--- config.mk ---
export PLATFORM = sky130hd
export DESIGN_NAME = sfmon_top
export DESIGN_NICKNAME = d
export VERILOG_FILES = /design/src/sfmon_pkg.sv /design/src/sfmon_top.sv /design/src/sfmon_qual.sv
export VERILOG_INCLUDE_DIRS = /design/src
export SDC_FILE = /design/constraint.sdc
export NUM_CORES = 2
export LEC_CHECK = 0
export ABC_CLOCK_PERIOD_IN_PS = 6620
export CAP_MARGIN = 20
export CORE_ASPECT_RATIO = 2
export CORE_MARGIN = 1.5
export CORE_UTILIZATION = 66
export DETAILED_ROUTE_END_ITERATION = 8
export DONT_BUFFER_PORTS = 1
export GPL_TIMING_DRIVEN = 0
export PLACE_DENSITY = 0.82
export SLEW_MARGIN = 20
export SYNTH_ARGS = -nofsm -noshare
export SYNTH_HDL_FRONTEND = slang
export SYNTH_HIERARCHICAL = 1
export SYNTH_SLANG_ARGS = --single-unit
export TNS_END_PERCENT = 5
--- constraint.sdc ---
create_clock -name core_clk -period 6.62 [get_ports core_clk]
set_clock_uncertainty 0.05 [all_clocks]
set_input_delay 1.986 -clock core_clk [delete_from_list [all_inputs] [get_ports core_clk]]
set_output_delay 1.986 -clock core_clk [all_outputs]
set_load 0.01 [all_outputs]
--- src/sfmon_regs.svh ---
// Register map and field constants of the servo fault monitor
`ifndef SFMON_REGS_SVH
`define SFMON_REGS_SVH

`define SFM_ADDR_CTRL 12'h000
`define SFM_ADDR_TYPE 12'h004
`define SFM_ADDR_LATCH 12'h008
`define SFM_ADDR_STATUS 12'h00C
`define SFM_ADDR_ACTIVE 12'h010
`define SFM_ADDR_DMD 12'h014
`define SFM_ADDR_MEAS 12'h018
`define SFM_ADDR_FB 12'h01C
`define SFM_ADDR_THR 12'h020
`define SFM_ADDR_DLY 12'h024
`define SFM_ADDR_FBCAL 12'h028
`define SFM_ADDR_EXC 12'h02C

// Control register bits
`define SFM_CTRL_RESET 0
`define SFM_CTRL_FB_TWO 1
`define SFM_CTRL_SRC_ANA 2
`define SFM_CTRL_SRC_BUS 3
`define SFM_CTRL_BUS_DNET 4

// Fault indices
`define SFM_F_ANA_RANGE 0
`define SFM_F_DRV_CUR 1
`define SFM_F_DRV_OVC 2
`define SFM_F_DRV_OPEN 3
`define SFM_F_DRV_SHORT 4
`define SFM_F_EXC 5
`define SFM_F_EXT_SD 6
`define SFM_F_SUPPLY 7
`define SFM_F_INTERNAL 8
`define SFM_F_FB1 9
`define SFM_F_FB2 10
`define SFM_F_FB_ALL 11
`define SFM_F_FB1_RNG 12
`define SFM_F_FB2_RNG 13
`define SFM_F_TRK1 14
`define SFM_F_TRK2 15
`define SFM_F_PERR1 16
`define SFM_F_PERR2 17
`define SFM_F_DMD_TRK 18
`define SFM_F_POS1_RNG 19
`define SFM_F_POS2_RNG 20
`define SFM_F_DMD_LOSS 21
`define SFM_F_COMM 22
`define SFM_F_BUS_SD 23
`define SFM_NFAULT 24

// Type: 1 = shutdown. Fixed kinds override the register.
`define SFM_FORCE_SD 24'h8001C4
`define SFM_FORCE_AL 24'h156400
`define SFM_CFG_TYPE 24'h2A9A3B
// Latching: 1 = latch. Fixed kinds override the register.
`define SFM_FORCE_LT 24'h00019E
`define SFM_FORCE_NL 24'h800040
`define SFM_TYPE_RST 24'h000000
`define SFM_LATCH_RST 24'h000000
`define SFM_CTRL_RST 5'h04
`define SFM_CAL_HI_RST 16'hFFFF

// Analog limits in uA, supply in mV, excitation in mV rms
`define SFM_ANA_MIN 16'd1000
`define SFM_ANA_MAX 16'd24000
`define SFM_SUP_MIN 16'd17000
`define SFM_SUP_MAX 16'd33000
`define SFM_EXC_TOL 16'd200
// Driver limits: percent of full-scale current
`define SFM_DRV_FS 16'd1000
`define SFM_DRV_CUR_PCT 16'd15
`define SFM_DRV_OVC_PCT 16'd20
`define SFM_PCT_DEN 16'd100
// Position full scale is 10000 (0.01 %)
`define SFM_POS_FULL 16'd10000
`define SFM_SHORT_MIN 16'd100
`define SFM_NTIMER 5
`define SFM_TICK_DIV 17'd99999

`endif

--- src/sfmon_pkg.sv ---
// Types shared by the servo fault monitor
package sfmon_pkg;
    typedef logic [23:0] sfmon_vec_t;
    typedef logic [31:0] sfmon_word_t;
    typedef enum logic [1:0] {
        SFMON_IDLE = 2'b00,
        SFMON_ACCESS = 2'b01
    } sfmon_bus_t;
endpackage

--- src/sfmon_top.sv ---
// Servo fault monitor: fault qualification, latching and aggregation
//
// Chosen here: the placing of the registers and the APB interface to the registers.
`timescale 1ns/100ps
`default_nettype none
`include "sfmon_regs.svh"
module sfmon_top (
    input wire logic core_clk, // Clock, 100 MHz
    input wire logic rstn, // Async reset, active low
    input wire logic psel, // APB select
    input wire logic penable, // APB enable
    input wire logic pwrite, // APB direction
    input wire logic [11:0] paddr, // APB byte address
    input wire logic [31:0] pwdata, // APB write data
    output logic [31:0] prdata, // APB read data
    output logic pready, // APB ready
    output logic pslverr, // APB error
    input wire logic [15:0] ana_dmd_ua, // Analog demand current, uA
    input wire logic [15:0] bus_dmd, // Fieldbus demand, 0.01 %
    input wire logic [15:0] pos_dmd, // Resolved position demand
    input wire logic [15:0] pos1, // Position channel 1
    input wire logic [15:0] pos2, // Position channel 2
    input wire logic [15:0] fb1a_mv, // Feedback 1A input
    input wire logic [15:0] fb1b_mv, // Feedback 1B input
    input wire logic [15:0] fb2a_mv, // Feedback 2A input
    input wire logic [15:0] fb2b_mv, // Feedback 2B input
    input wire logic [15:0] drv_cmd, // Commanded driver current
    input wire logic [15:0] drv_meas, // Measured driver current
    input wire logic [15:0] exc_mv, // Excitation voltage, mV rms
    input wire logic [15:0] supply_mv, // Supply voltage, mV
    input wire logic coil_open, // Coil open detected
    input wire logic coil_short, // Coil short detected
    input wire logic fb1_open, // Feedback 1 wire open
    input wire logic fb2_open, // Feedback 2 wire open
    input wire logic ext_sd_closed, // External contact closed
    input wire logic internal_fail, // Self-test failure
    input wire logic no_operational, // No operational command yet
    input wire logic msg_timeout, // Demand or sync messages late
    input wire logic bus_error, // Bus cannot communicate
    input wire logic dnet_dup_id, // Duplicate node id
    input wire logic dnet_idle, // Master idle
    input wire logic bus_sd_cmd, // Shutdown command from master
    output logic alarm_out, // Aggregate alarm status
    output logic shutdown_out // Hardware shutdown status
);
    import sfmon_pkg::*;

    typedef struct packed {
        sfmon_vec_t type_sd;
        sfmon_vec_t latch_en;
        sfmon_vec_t active;
        logic [4:0] ctrl;
        logic [15:0] thr_trk1;
        logic [15:0] thr_trk2;
        logic [15:0] thr_perr1;
        logic [15:0] thr_perr2;
        logic [15:0] thr_dtrk;
        logic [15:0] thr_fb;
        logic [15:0] thr_pos;
        logic [15:0] dly_trk1;
        logic [15:0] dly_trk2;
        logic [15:0] dly_perr1;
        logic [15:0] dly_perr2;
        logic [15:0] dly_dtrk;
        logic [15:0] cal_lo;
        logic [15:0] cal_hi;
        logic [15:0] exc_cfg;
        logic [16:0] div;
        logic tick;
        sfmon_bus_t bus;
        sfmon_word_t rdata;
        logic alarm;
        logic shutdown;
    } sfmon_st_t;
    sfmon_st_t st_ff, nxt_st;

    localparam logic [16:0] TICK_DIV = `SFM_TICK_DIV; // 1 ms at 100 MHz

    function automatic logic [15:0] absdiff(input logic [15:0] a,
                                            input logic [15:0] b);
        absdiff = (a > b) ? a - b : b - a;
    endfunction

    function automatic logic outside(input logic [15:0] v,
                                     input logic [15:0] lo,
                                     input logic [15:0] hi,
                                     input logic [15:0] thr);
        logic [16:0] lo_w, hi_w;
        lo_w = {1'b0, lo};
        hi_w = {1'b0, hi} + {1'b0, thr};
        outside = ({1'b0, v} + {1'b0, thr} < lo_w) || ({1'b0, v} > hi_w);
    endfunction

    function automatic logic [15:0] pct_fs(input logic [15:0] pct);
        logic [31:0] p;
        p = ({16'h0000, `SFM_DRV_FS} * {16'h0000, pct}) /
            {16'h0000, `SFM_PCT_DEN};
        pct_fs = p[15:0];
    endfunction

    // Raw causes and qualified delay faults
    logic [`SFM_NTIMER-1:0] tmr_raw;
    logic [`SFM_NTIMER-1:0] tmr_q;
    logic [15:0] tmr_dly [`SFM_NTIMER];
    sfmon_vec_t cause, eff_type, eff_latch;
    logic fb1_any, fb2_any, ana_bad, comm_bad, bus_dmd_cfg;

    assign tmr_raw[0] = absdiff(pos1, pos2) > st_ff.thr_trk1;
    assign tmr_raw[1] = absdiff(pos1, pos2) > st_ff.thr_trk2;
    assign tmr_raw[2] = absdiff(pos_dmd, pos1) > st_ff.thr_perr1;
    assign tmr_raw[3] = absdiff(pos_dmd, pos1) > st_ff.thr_perr2;
    assign tmr_raw[4] = absdiff(ana_dmd_ua, bus_dmd) > st_ff.thr_dtrk;
    assign tmr_dly[0] = st_ff.dly_trk1;
    assign tmr_dly[1] = st_ff.dly_trk2;
    assign tmr_dly[2] = st_ff.dly_perr1;
    assign tmr_dly[3] = st_ff.dly_perr2;
    assign tmr_dly[4] = st_ff.dly_dtrk;

    genvar gi;
    generate
        for (gi = 0; gi < `SFM_NTIMER; gi++) begin : g_qual
            sfmon_qual u_qual (
                .core_clk(core_clk),
                .rstn(rstn),
                .tick(st_ff.tick),
                .raw(tmr_raw[gi]),
                .delay_ms(tmr_dly[gi]),
                .qual(tmr_q[gi])
            );
        end
    endgenerate

    assign bus_dmd_cfg = st_ff.ctrl[`SFM_CTRL_SRC_BUS];

    always_comb begin
        cause = '0;
        ana_bad = (ana_dmd_ua < `SFM_ANA_MIN) ||
                  (ana_dmd_ua > `SFM_ANA_MAX);
        cause[`SFM_F_ANA_RANGE] = ana_bad;
        cause[`SFM_F_DRV_CUR] = absdiff(drv_meas, drv_cmd) >
            pct_fs(`SFM_DRV_CUR_PCT);
        cause[`SFM_F_DRV_OVC] = (drv_meas > drv_cmd) &&
            (drv_meas - drv_cmd > pct_fs(`SFM_DRV_OVC_PCT));
        cause[`SFM_F_DRV_OPEN] = coil_open;
        // Short sensing is unreliable at low demand
        cause[`SFM_F_DRV_SHORT] = coil_short &&
            (drv_cmd >= `SFM_SHORT_MIN);
        cause[`SFM_F_EXC] = absdiff(exc_mv, st_ff.exc_cfg) >
            `SFM_EXC_TOL;
        cause[`SFM_F_EXT_SD] = !ext_sd_closed;
        cause[`SFM_F_SUPPLY] = (supply_mv < `SFM_SUP_MIN) ||
            (supply_mv > `SFM_SUP_MAX);
        cause[`SFM_F_INTERNAL] = internal_fail;
        cause[`SFM_F_FB1] = fb1_open;
        cause[`SFM_F_FB2] = fb2_open;
        cause[`SFM_F_FB1_RNG] =
            outside(fb1a_mv, st_ff.cal_lo, st_ff.cal_hi, st_ff.thr_fb) ||
            outside(fb1b_mv, st_ff.cal_lo, st_ff.cal_hi, st_ff.thr_fb);
        cause[`SFM_F_FB2_RNG] =
            outside(fb2a_mv, st_ff.cal_lo, st_ff.cal_hi, st_ff.thr_fb) ||
            outside(fb2b_mv, st_ff.cal_lo, st_ff.cal_hi, st_ff.thr_fb);
        cause[`SFM_F_POS1_RNG] = outside(pos1, 16'h0000, `SFM_POS_FULL,
            st_ff.thr_pos);
        cause[`SFM_F_POS2_RNG] = outside(pos2, 16'h0000, `SFM_POS_FULL,
            st_ff.thr_pos);
        fb1_any = fb1_open || cause[`SFM_F_FB1_RNG] ||
            cause[`SFM_F_POS1_RNG] || cause[`SFM_F_EXC];
        fb2_any = fb2_open || cause[`SFM_F_FB2_RNG] ||
            cause[`SFM_F_POS2_RNG] || cause[`SFM_F_EXC];
        cause[`SFM_F_FB_ALL] = st_ff.ctrl[`SFM_CTRL_FB_TWO] ?
            (fb1_any && fb2_any) : fb1_any;
        cause[`SFM_F_TRK1] = tmr_q[0];
        cause[`SFM_F_TRK2] = tmr_q[1];
        cause[`SFM_F_PERR1] = tmr_q[2];
        cause[`SFM_F_PERR2] = tmr_q[3];
        cause[`SFM_F_DMD_TRK] = tmr_q[4] &&
            st_ff.ctrl[`SFM_CTRL_SRC_ANA] && bus_dmd_cfg;
        comm_bad = no_operational || msg_timeout || bus_error;
        if (st_ff.ctrl[`SFM_CTRL_BUS_DNET]) begin
            comm_bad = comm_bad || dnet_dup_id || dnet_idle;
        end
        cause[`SFM_F_COMM] = comm_bad;
        cause[`SFM_F_DMD_LOSS] =
            (st_ff.ctrl[`SFM_CTRL_SRC_ANA] && bus_dmd_cfg) ?
                (ana_bad && comm_bad) :
            st_ff.ctrl[`SFM_CTRL_SRC_ANA] ? ana_bad :
            bus_dmd_cfg ? comm_bad : 1'b0;
        cause[`SFM_F_BUS_SD] = bus_sd_cmd;
    end

    // Fixed kinds override the configuration bits
    assign eff_type = (st_ff.type_sd & `SFM_CFG_TYPE) |
        `SFM_FORCE_SD;
    assign eff_latch = (st_ff.latch_en | `SFM_FORCE_LT) &
        ~`SFM_FORCE_NL;

    logic wr_en;
    logic rd_en;
    logic rst_cmd;
    logic [31:0] rd_mux;
    logic addr_ok;
    sfmon_vec_t alarm_vec, sd_vec;

    // An enable without its setup cycle writes nothing
    assign wr_en = psel && penable && pwrite &&
        (st_ff.bus == SFMON_ACCESS);
    assign rd_en = psel && !penable && !pwrite;
    assign rst_cmd = wr_en && (paddr == `SFM_ADDR_CTRL) &&
        pwdata[`SFM_CTRL_RESET];

    always_comb begin
        addr_ok = 1'b1;
        unique case (paddr)
            `SFM_ADDR_CTRL: rd_mux = {27'h0, st_ff.ctrl};
            `SFM_ADDR_TYPE: rd_mux = {8'h00, st_ff.type_sd};
            `SFM_ADDR_LATCH: rd_mux = {8'h00, st_ff.latch_en};
            `SFM_ADDR_STATUS: rd_mux = {30'h0, st_ff.shutdown, st_ff.alarm};
            `SFM_ADDR_ACTIVE: rd_mux = {8'h00, st_ff.active};
            `SFM_ADDR_DMD: rd_mux = {st_ff.thr_dtrk, st_ff.dly_dtrk};
            `SFM_ADDR_MEAS: rd_mux = {st_ff.thr_trk1, st_ff.thr_trk2};
            `SFM_ADDR_FB: rd_mux = {st_ff.thr_fb, st_ff.thr_pos};
            `SFM_ADDR_THR: rd_mux = {st_ff.thr_perr1, st_ff.thr_perr2};
            `SFM_ADDR_DLY: rd_mux = {st_ff.dly_perr1, st_ff.dly_perr2};
            `SFM_ADDR_FBCAL: rd_mux = {st_ff.cal_hi, st_ff.cal_lo};
            `SFM_ADDR_EXC: rd_mux = {st_ff.dly_trk1, st_ff.exc_cfg};
            default: begin
                rd_mux = 32'h0000_0000;
                addr_ok = 1'b0;
            end
        endcase
    end

    always_comb begin
        nxt_st = st_ff;
        nxt_st.tick = (st_ff.div == TICK_DIV);
        nxt_st.div = nxt_st.tick ? 17'h00000 : st_ff.div + 17'h00001;
        nxt_st.ctrl[`SFM_CTRL_RESET] = 1'b0;
        // Cause presence wins over the reset command; latched bits need both
        for (int i = 0; i < `SFM_NFAULT; i++) begin
            if (cause[i]) begin
                nxt_st.active[i] = 1'b1;
            end else if (!eff_latch[i] || rst_cmd) begin
                nxt_st.active[i] = 1'b0;
            end
        end
        if (rd_en) begin
            nxt_st.rdata = rd_mux;
        end
        if (wr_en) begin
            unique case (paddr)
                `SFM_ADDR_CTRL: nxt_st.ctrl = {pwdata[4:1], 1'b0};
                `SFM_ADDR_TYPE: nxt_st.type_sd = pwdata[23:0];
                `SFM_ADDR_LATCH: nxt_st.latch_en = pwdata[23:0];
                `SFM_ADDR_DMD: begin
                    nxt_st.thr_dtrk = pwdata[31:16];
                    nxt_st.dly_dtrk = pwdata[15:0];
                end
                `SFM_ADDR_MEAS: begin
                    nxt_st.thr_trk1 = pwdata[31:16];
                    nxt_st.thr_trk2 = pwdata[15:0];
                end
                `SFM_ADDR_FB: begin
                    nxt_st.thr_fb = pwdata[31:16];
                    nxt_st.thr_pos = pwdata[15:0];
                end
                `SFM_ADDR_THR: begin
                    nxt_st.thr_perr1 = pwdata[31:16];
                    nxt_st.thr_perr2 = pwdata[15:0];
                end
                `SFM_ADDR_DLY: begin
                    nxt_st.dly_perr1 = pwdata[31:16];
                    nxt_st.dly_perr2 = pwdata[15:0];
                end
                `SFM_ADDR_FBCAL: begin
                    nxt_st.cal_hi = pwdata[31:16];
                    nxt_st.cal_lo = pwdata[15:0];
                end
                `SFM_ADDR_EXC: begin
                    nxt_st.dly_trk1 = pwdata[31:16];
                    nxt_st.dly_trk2 = pwdata[31:16];
                    nxt_st.exc_cfg = pwdata[15:0];
                end
                default: nxt_st.ctrl = st_ff.ctrl;
            endcase
        end
        alarm_vec = st_ff.active & ~eff_type;
        sd_vec = st_ff.active & eff_type;
        // Comm fault only informs unless the bus supplies demand
        if (!bus_dmd_cfg) begin
            alarm_vec[`SFM_F_COMM] = 1'b0;
            sd_vec[`SFM_F_COMM] = 1'b0;
        end
        nxt_st.alarm = |alarm_vec;
        nxt_st.shutdown = |sd_vec;
        nxt_st.bus = (psel && !penable) ? SFMON_ACCESS : SFMON_IDLE;
    end

    always_ff @(posedge core_clk or negedge rstn) begin
        if (!rstn) begin
            st_ff <= '0;
            st_ff.type_sd <= `SFM_TYPE_RST;
            st_ff.latch_en <= `SFM_LATCH_RST;
            st_ff.ctrl <= `SFM_CTRL_RST;
            st_ff.cal_hi <= `SFM_CAL_HI_RST;
            st_ff.thr_fb <= 16'h0000;
        end else begin
            st_ff <= nxt_st;
        end
    end

    // Zero wait state: read data latched in setup, valid in access
    assign pready = 1'b1;
    assign pslverr = psel && penable && !addr_ok;
    assign prdata = st_ff.rdata;
    assign alarm_out = st_ff.alarm;
    assign shutdown_out = st_ff.shutdown;
endmodule
`default_nettype wire

--- src/sfmon_qual.sv ---
// Persistence delay qualifier: output rises after input held for delay
`timescale 1ns/100ps
`default_nettype none
module sfmon_qual (
    input wire logic core_clk, // Clock
    input wire logic rstn, // Async reset, active low
    input wire logic tick, // Millisecond enable
    input wire logic raw, // Unqualified condition
    input wire logic [15:0] delay_ms, // Required duration
    output logic qual // Qualified condition
);
    typedef struct packed {
        logic [15:0] cnt;
        logic q;
    } sfmon_qst_t;
    sfmon_qst_t st_ff, nxt_st;

    always_comb begin
        nxt_st = st_ff;
        if (!raw) begin
            // Any interruption restarts the wait
            nxt_st.cnt = 16'h0000;
            nxt_st.q = 1'b0;
        end else if (st_ff.cnt >= delay_ms) begin
            nxt_st.q = 1'b1;
        end else if (tick) begin
            nxt_st.cnt = st_ff.cnt + 16'h0001;
        end
    end

    always_ff @(posedge core_clk or negedge rstn) begin
        if (!rstn) begin
            st_ff <= '0;
        end else begin
            st_ff <= nxt_st;
        end
    end

    assign qual = st_ff.q;
endmodule
`default_nettype wire

==> results by group <==
Critical path
  • Worst-path maximum fanout: 3
  • CP required: 7.02 ns
  • CP delay by family, top: compound AO/OA/AOI/OAI gates
  • WP data arrival: 6.95 ns
  • Critical path class: in -> reg
  • Critical Path, Cell by Cell: ha_1 > inv_1 > fa_1 > nor2b_1 > o21ai_0 > a21oi_2 > o41ai_4 > buf_4 > o21ai_2 > o21ai_0 > nor3b_1 > nor2_1 > ha_1 > nand4_1 > a21oi_4 > o221ai_2 > a32o_2 > a2111oi_4 > o2111ai_1
  • Buf+Inv Stages, Crit Path: 2
  • CP peak stage delay: around 0.7 ns
  • Endpoint type of the worst setup path: flip-flop
  • Critical Path Source Type: input port
  • Slowest stage cell, crit path: a21oi_4

Floorplanning
  • Core ar.: roughly 0.058 mm2
  • Row count: 125
  • Die area: 0.0598 mm2
  • Top Ports: about 310
  • Initial Util: 0.664
  • Chip width: 174 um
  • Chip height: 344 um

Synthesis
  • Register bit total from synthesis: ~440
  • Fraction of registers with async set/reset: 1.00
  • Top area cells in the synthesized netlist: dfrtp_1 27%, ha_1 18%, mux2_2 5.0%
  • Mux contribution to synthesized area: 0.0635
  • Number of synthesized flops with an enable pin: 0
  • Avg Cell Area, Syn: about 8.9 um2
  • Synth area leader: dfrtp_1
  • Post-Synth Simple-Gate Area: 0.146
  • Post-synthesis cell count: 4298
  • Post-Synth XOR/XNOR Area: 0.0349
  • Synth Area in Adders: 0.189
  • Compound-Gate Fraction of Synth Area: 0.214
  • Dominant synthesized flop cell: dfrtp_1
  • Mapped Nets: 5136
  • Sequential share of the synthesized area: 0.286
  • Post-synth top area share: 0.274
  • Ys Warns: 6
  • Main combinational cell family by area after synthesis: compound AO/OA/AOI/OAI gates
  • Netlist cell types: 103
  • Netlist Area Pre-Place: 0.0384 mm2

Layout
  • Final nets: 5230
  • Commonest non-fill, non-tap cells in the layout: 551 x ha_1, 423 x inv_1, 420 x dfrtp_1
  • Storage cell area: ~0.011 mm2
  • Leading cell type in the layout, fill and taps excluded: ha_1
  • Fin area: 0.0418 mm2
  • Fillers: 4659
  • Fin util: 0.722
  • Share of cells above drive strength 1: 0.110
  • Area grow syn2layout: 8.71%
  • Multi-input logic area: roughly 0.025 mm2

Clocking
  • CTS tree: yes
  • Root Buffer: clkbuf_16
  • CTS max path bufs: 3
  • Clock transition at path regs: 0.07 ns
  • H-tree levels: 2
  • Clock Sinks: 438
  • TritonCTS buffer count: 40
  • Worst skew pair latency: 0.60 ns

STA
  • Hold WS: 0.430 ns
  • Final Hold Violating Endpoints: 0
  • Actual slew at the worst max-slew pin: 1.95 ns
  • Max-slew violation total from the final report: 220
  • Max Clk Rate: 153 MHz
  • Period utilization: 0.989
  • Setup TNS: 0 ns
  • RSZ-0062 raised after global routing: yes
  • # setup viols final: 0
  • Min cycle time layout: 6.55 ns
  • Worst slew margin: -0.302

Routing
  • Via count: 38000
  • Initial DRC Count: 4431
  • Final wirelength: 164000 um
  • First-pass iteration count of the detailed router: 9
  • Post-route DRC: 13
  • WL per Instance: approximately 31 um
  • Routed Antenna Nets: 0
  • Via density: roughly 7.3

Place
  • Placed Instance Area: approximately 0.040 mm2
  • IO buf count: 0
  • Routability cong.: ~1.2
  • Post-DP HPWL: 126000 um

Global route
  • Initial antenna violation count: 28
  • Global route overflow: 0
  • First-pass GRT wire length: 243000 um
  • Largest net degree at the start of global routing: 439
  • Vias in the first global route: approximately 38000
  • Tot GR Track Use: 0.555

Outcome
  • Violated checks: DRC, slew limit
  • Status: finished, violations left

Power and ir drop
  • PD cells: 156 mW/mm2
  • Lkg Pwr: 0.0196 uW
  • Max VDD drop: 0.210 mV

Worst hold path
  • Worst hold path type: reg -> reg

Flow run
  • Max_cap viols: 0
-- registers in the layout, indices dropped and copies added (netlist names) --
signal,count
alarm_out,1
bus_dmd_cfg,1
eff_latch,16
eff_type,12
g_qual.u_qual/qual,5
g_qual.u_qual/st_ff,80
prdata,32
shutdown_out,1
st_ff,290
-- metrics by stage --
step	std cells	setup slack [ns]	total power (uW)
finish	5214	0.0743	6510
CTS	5136	-0.0237	6370
floorplan	4298	-0.0138	3630
global placement	5060	-1.98	3930
detailed placement	5063	-1.49	3960
global route	5192	-0.242	6720
-- final timing paths --
kind	from	endpoint	slack (ns)	cells past startpoint
worst max-delay path	fb2a_mv[0]	st_ff[310]$_DFFE_PN0P_	0.07	19
worst min-delay path	prdata[12]$_DFFE_PN0P_	prdata[12]$_DFFE_PN0P_	0.43	1
min in group asynchronous	rstn	st_ff[44]$_DFF_PN0_	1.04	0
worst min register to register	prdata[12]$_DFFE_PN0P_	prdata[12]$_DFFE_PN0P_	0.43	1
worst max register to register	st_ff[199]$_DFFE_PN0P_	st_ff[310]$_DFFE_PN0P_	0.33	19
max in group asynchronous	rstn	st_ff[199]$_DFFE_PN0P_	3.85	0
-- area by class of cell --
cell class,count,share of cell area
Multi-Input combinational cell,3240,0.605
Sequential cell,438,0.263
Inverter,426,0.0386
Clock buffer,53,0.0266
Buffer,189,0.0254
Tap cell,762,0.0228
Timing Repair Buffer,57,0.0119
Clock inverter,18,0.00536
Antenna cell,31,0.00186
-- synthesized netlist by cell type, drive strengths merged (11+ instances only) --
cell	n
nor3b	15
a21o	112
o311ai	25
a21boi	14
a31o	19
xor2	53
mux2i	50
nand2	294
or3	38
nor2	177
nand3	130
o31ai	39
o21a	54
a31oi	47
buf	54
nor2b	53
or4	25
dfstp	17
fa	15
a222oi	53
and4	13
dfrtp	421
a41oi	11
clkbuf	140
nand2b	80
o41ai	27
a22oi	12
nor3	68
a221oi	50
a21oi	244
inv	426
nand4	94
a2111oi	13
a211oi	37
o21ai	279
o211ai	14
xnor2	100
o21bai	25
mux2	172
a22o	35
nor4	32
ha	554
and2	17
and3	33
-- power breakdown --
part / internal [uW] / switching, uW
Sequential: 2690 / 20.3
Combinational: 536 / 785
Clock: 1350 / 1130
-- metal layers --
metal	routed length, um	global-route usage	vias up
met1	46300	0.479	18000
met5	394	0.0337	-
li1	-	-	16000
met2	73800	0.873	2711
met3	18900	0.272	1323
met4	24800	0.645	24
-- cell families after synthesis --
kind of cell	Yosys count
compound gates	1200
xor+xnor	153
fa+ha+maj	571
buf+inv	620
flops	438
mux	222
other cells	1
simple gates	1093
-- timing repair --
item | in CTS | in global routing
gates cloned | 0 | 3
endpoints found under the setup margin | 75 | 87
buffers inserted | 3 | 36
gates resized for setup | 19 | 55
pin swaps | 2 | 24
hold buffers | 0 | 0
No activity file was read; power rests on OpenSTA's default activity.
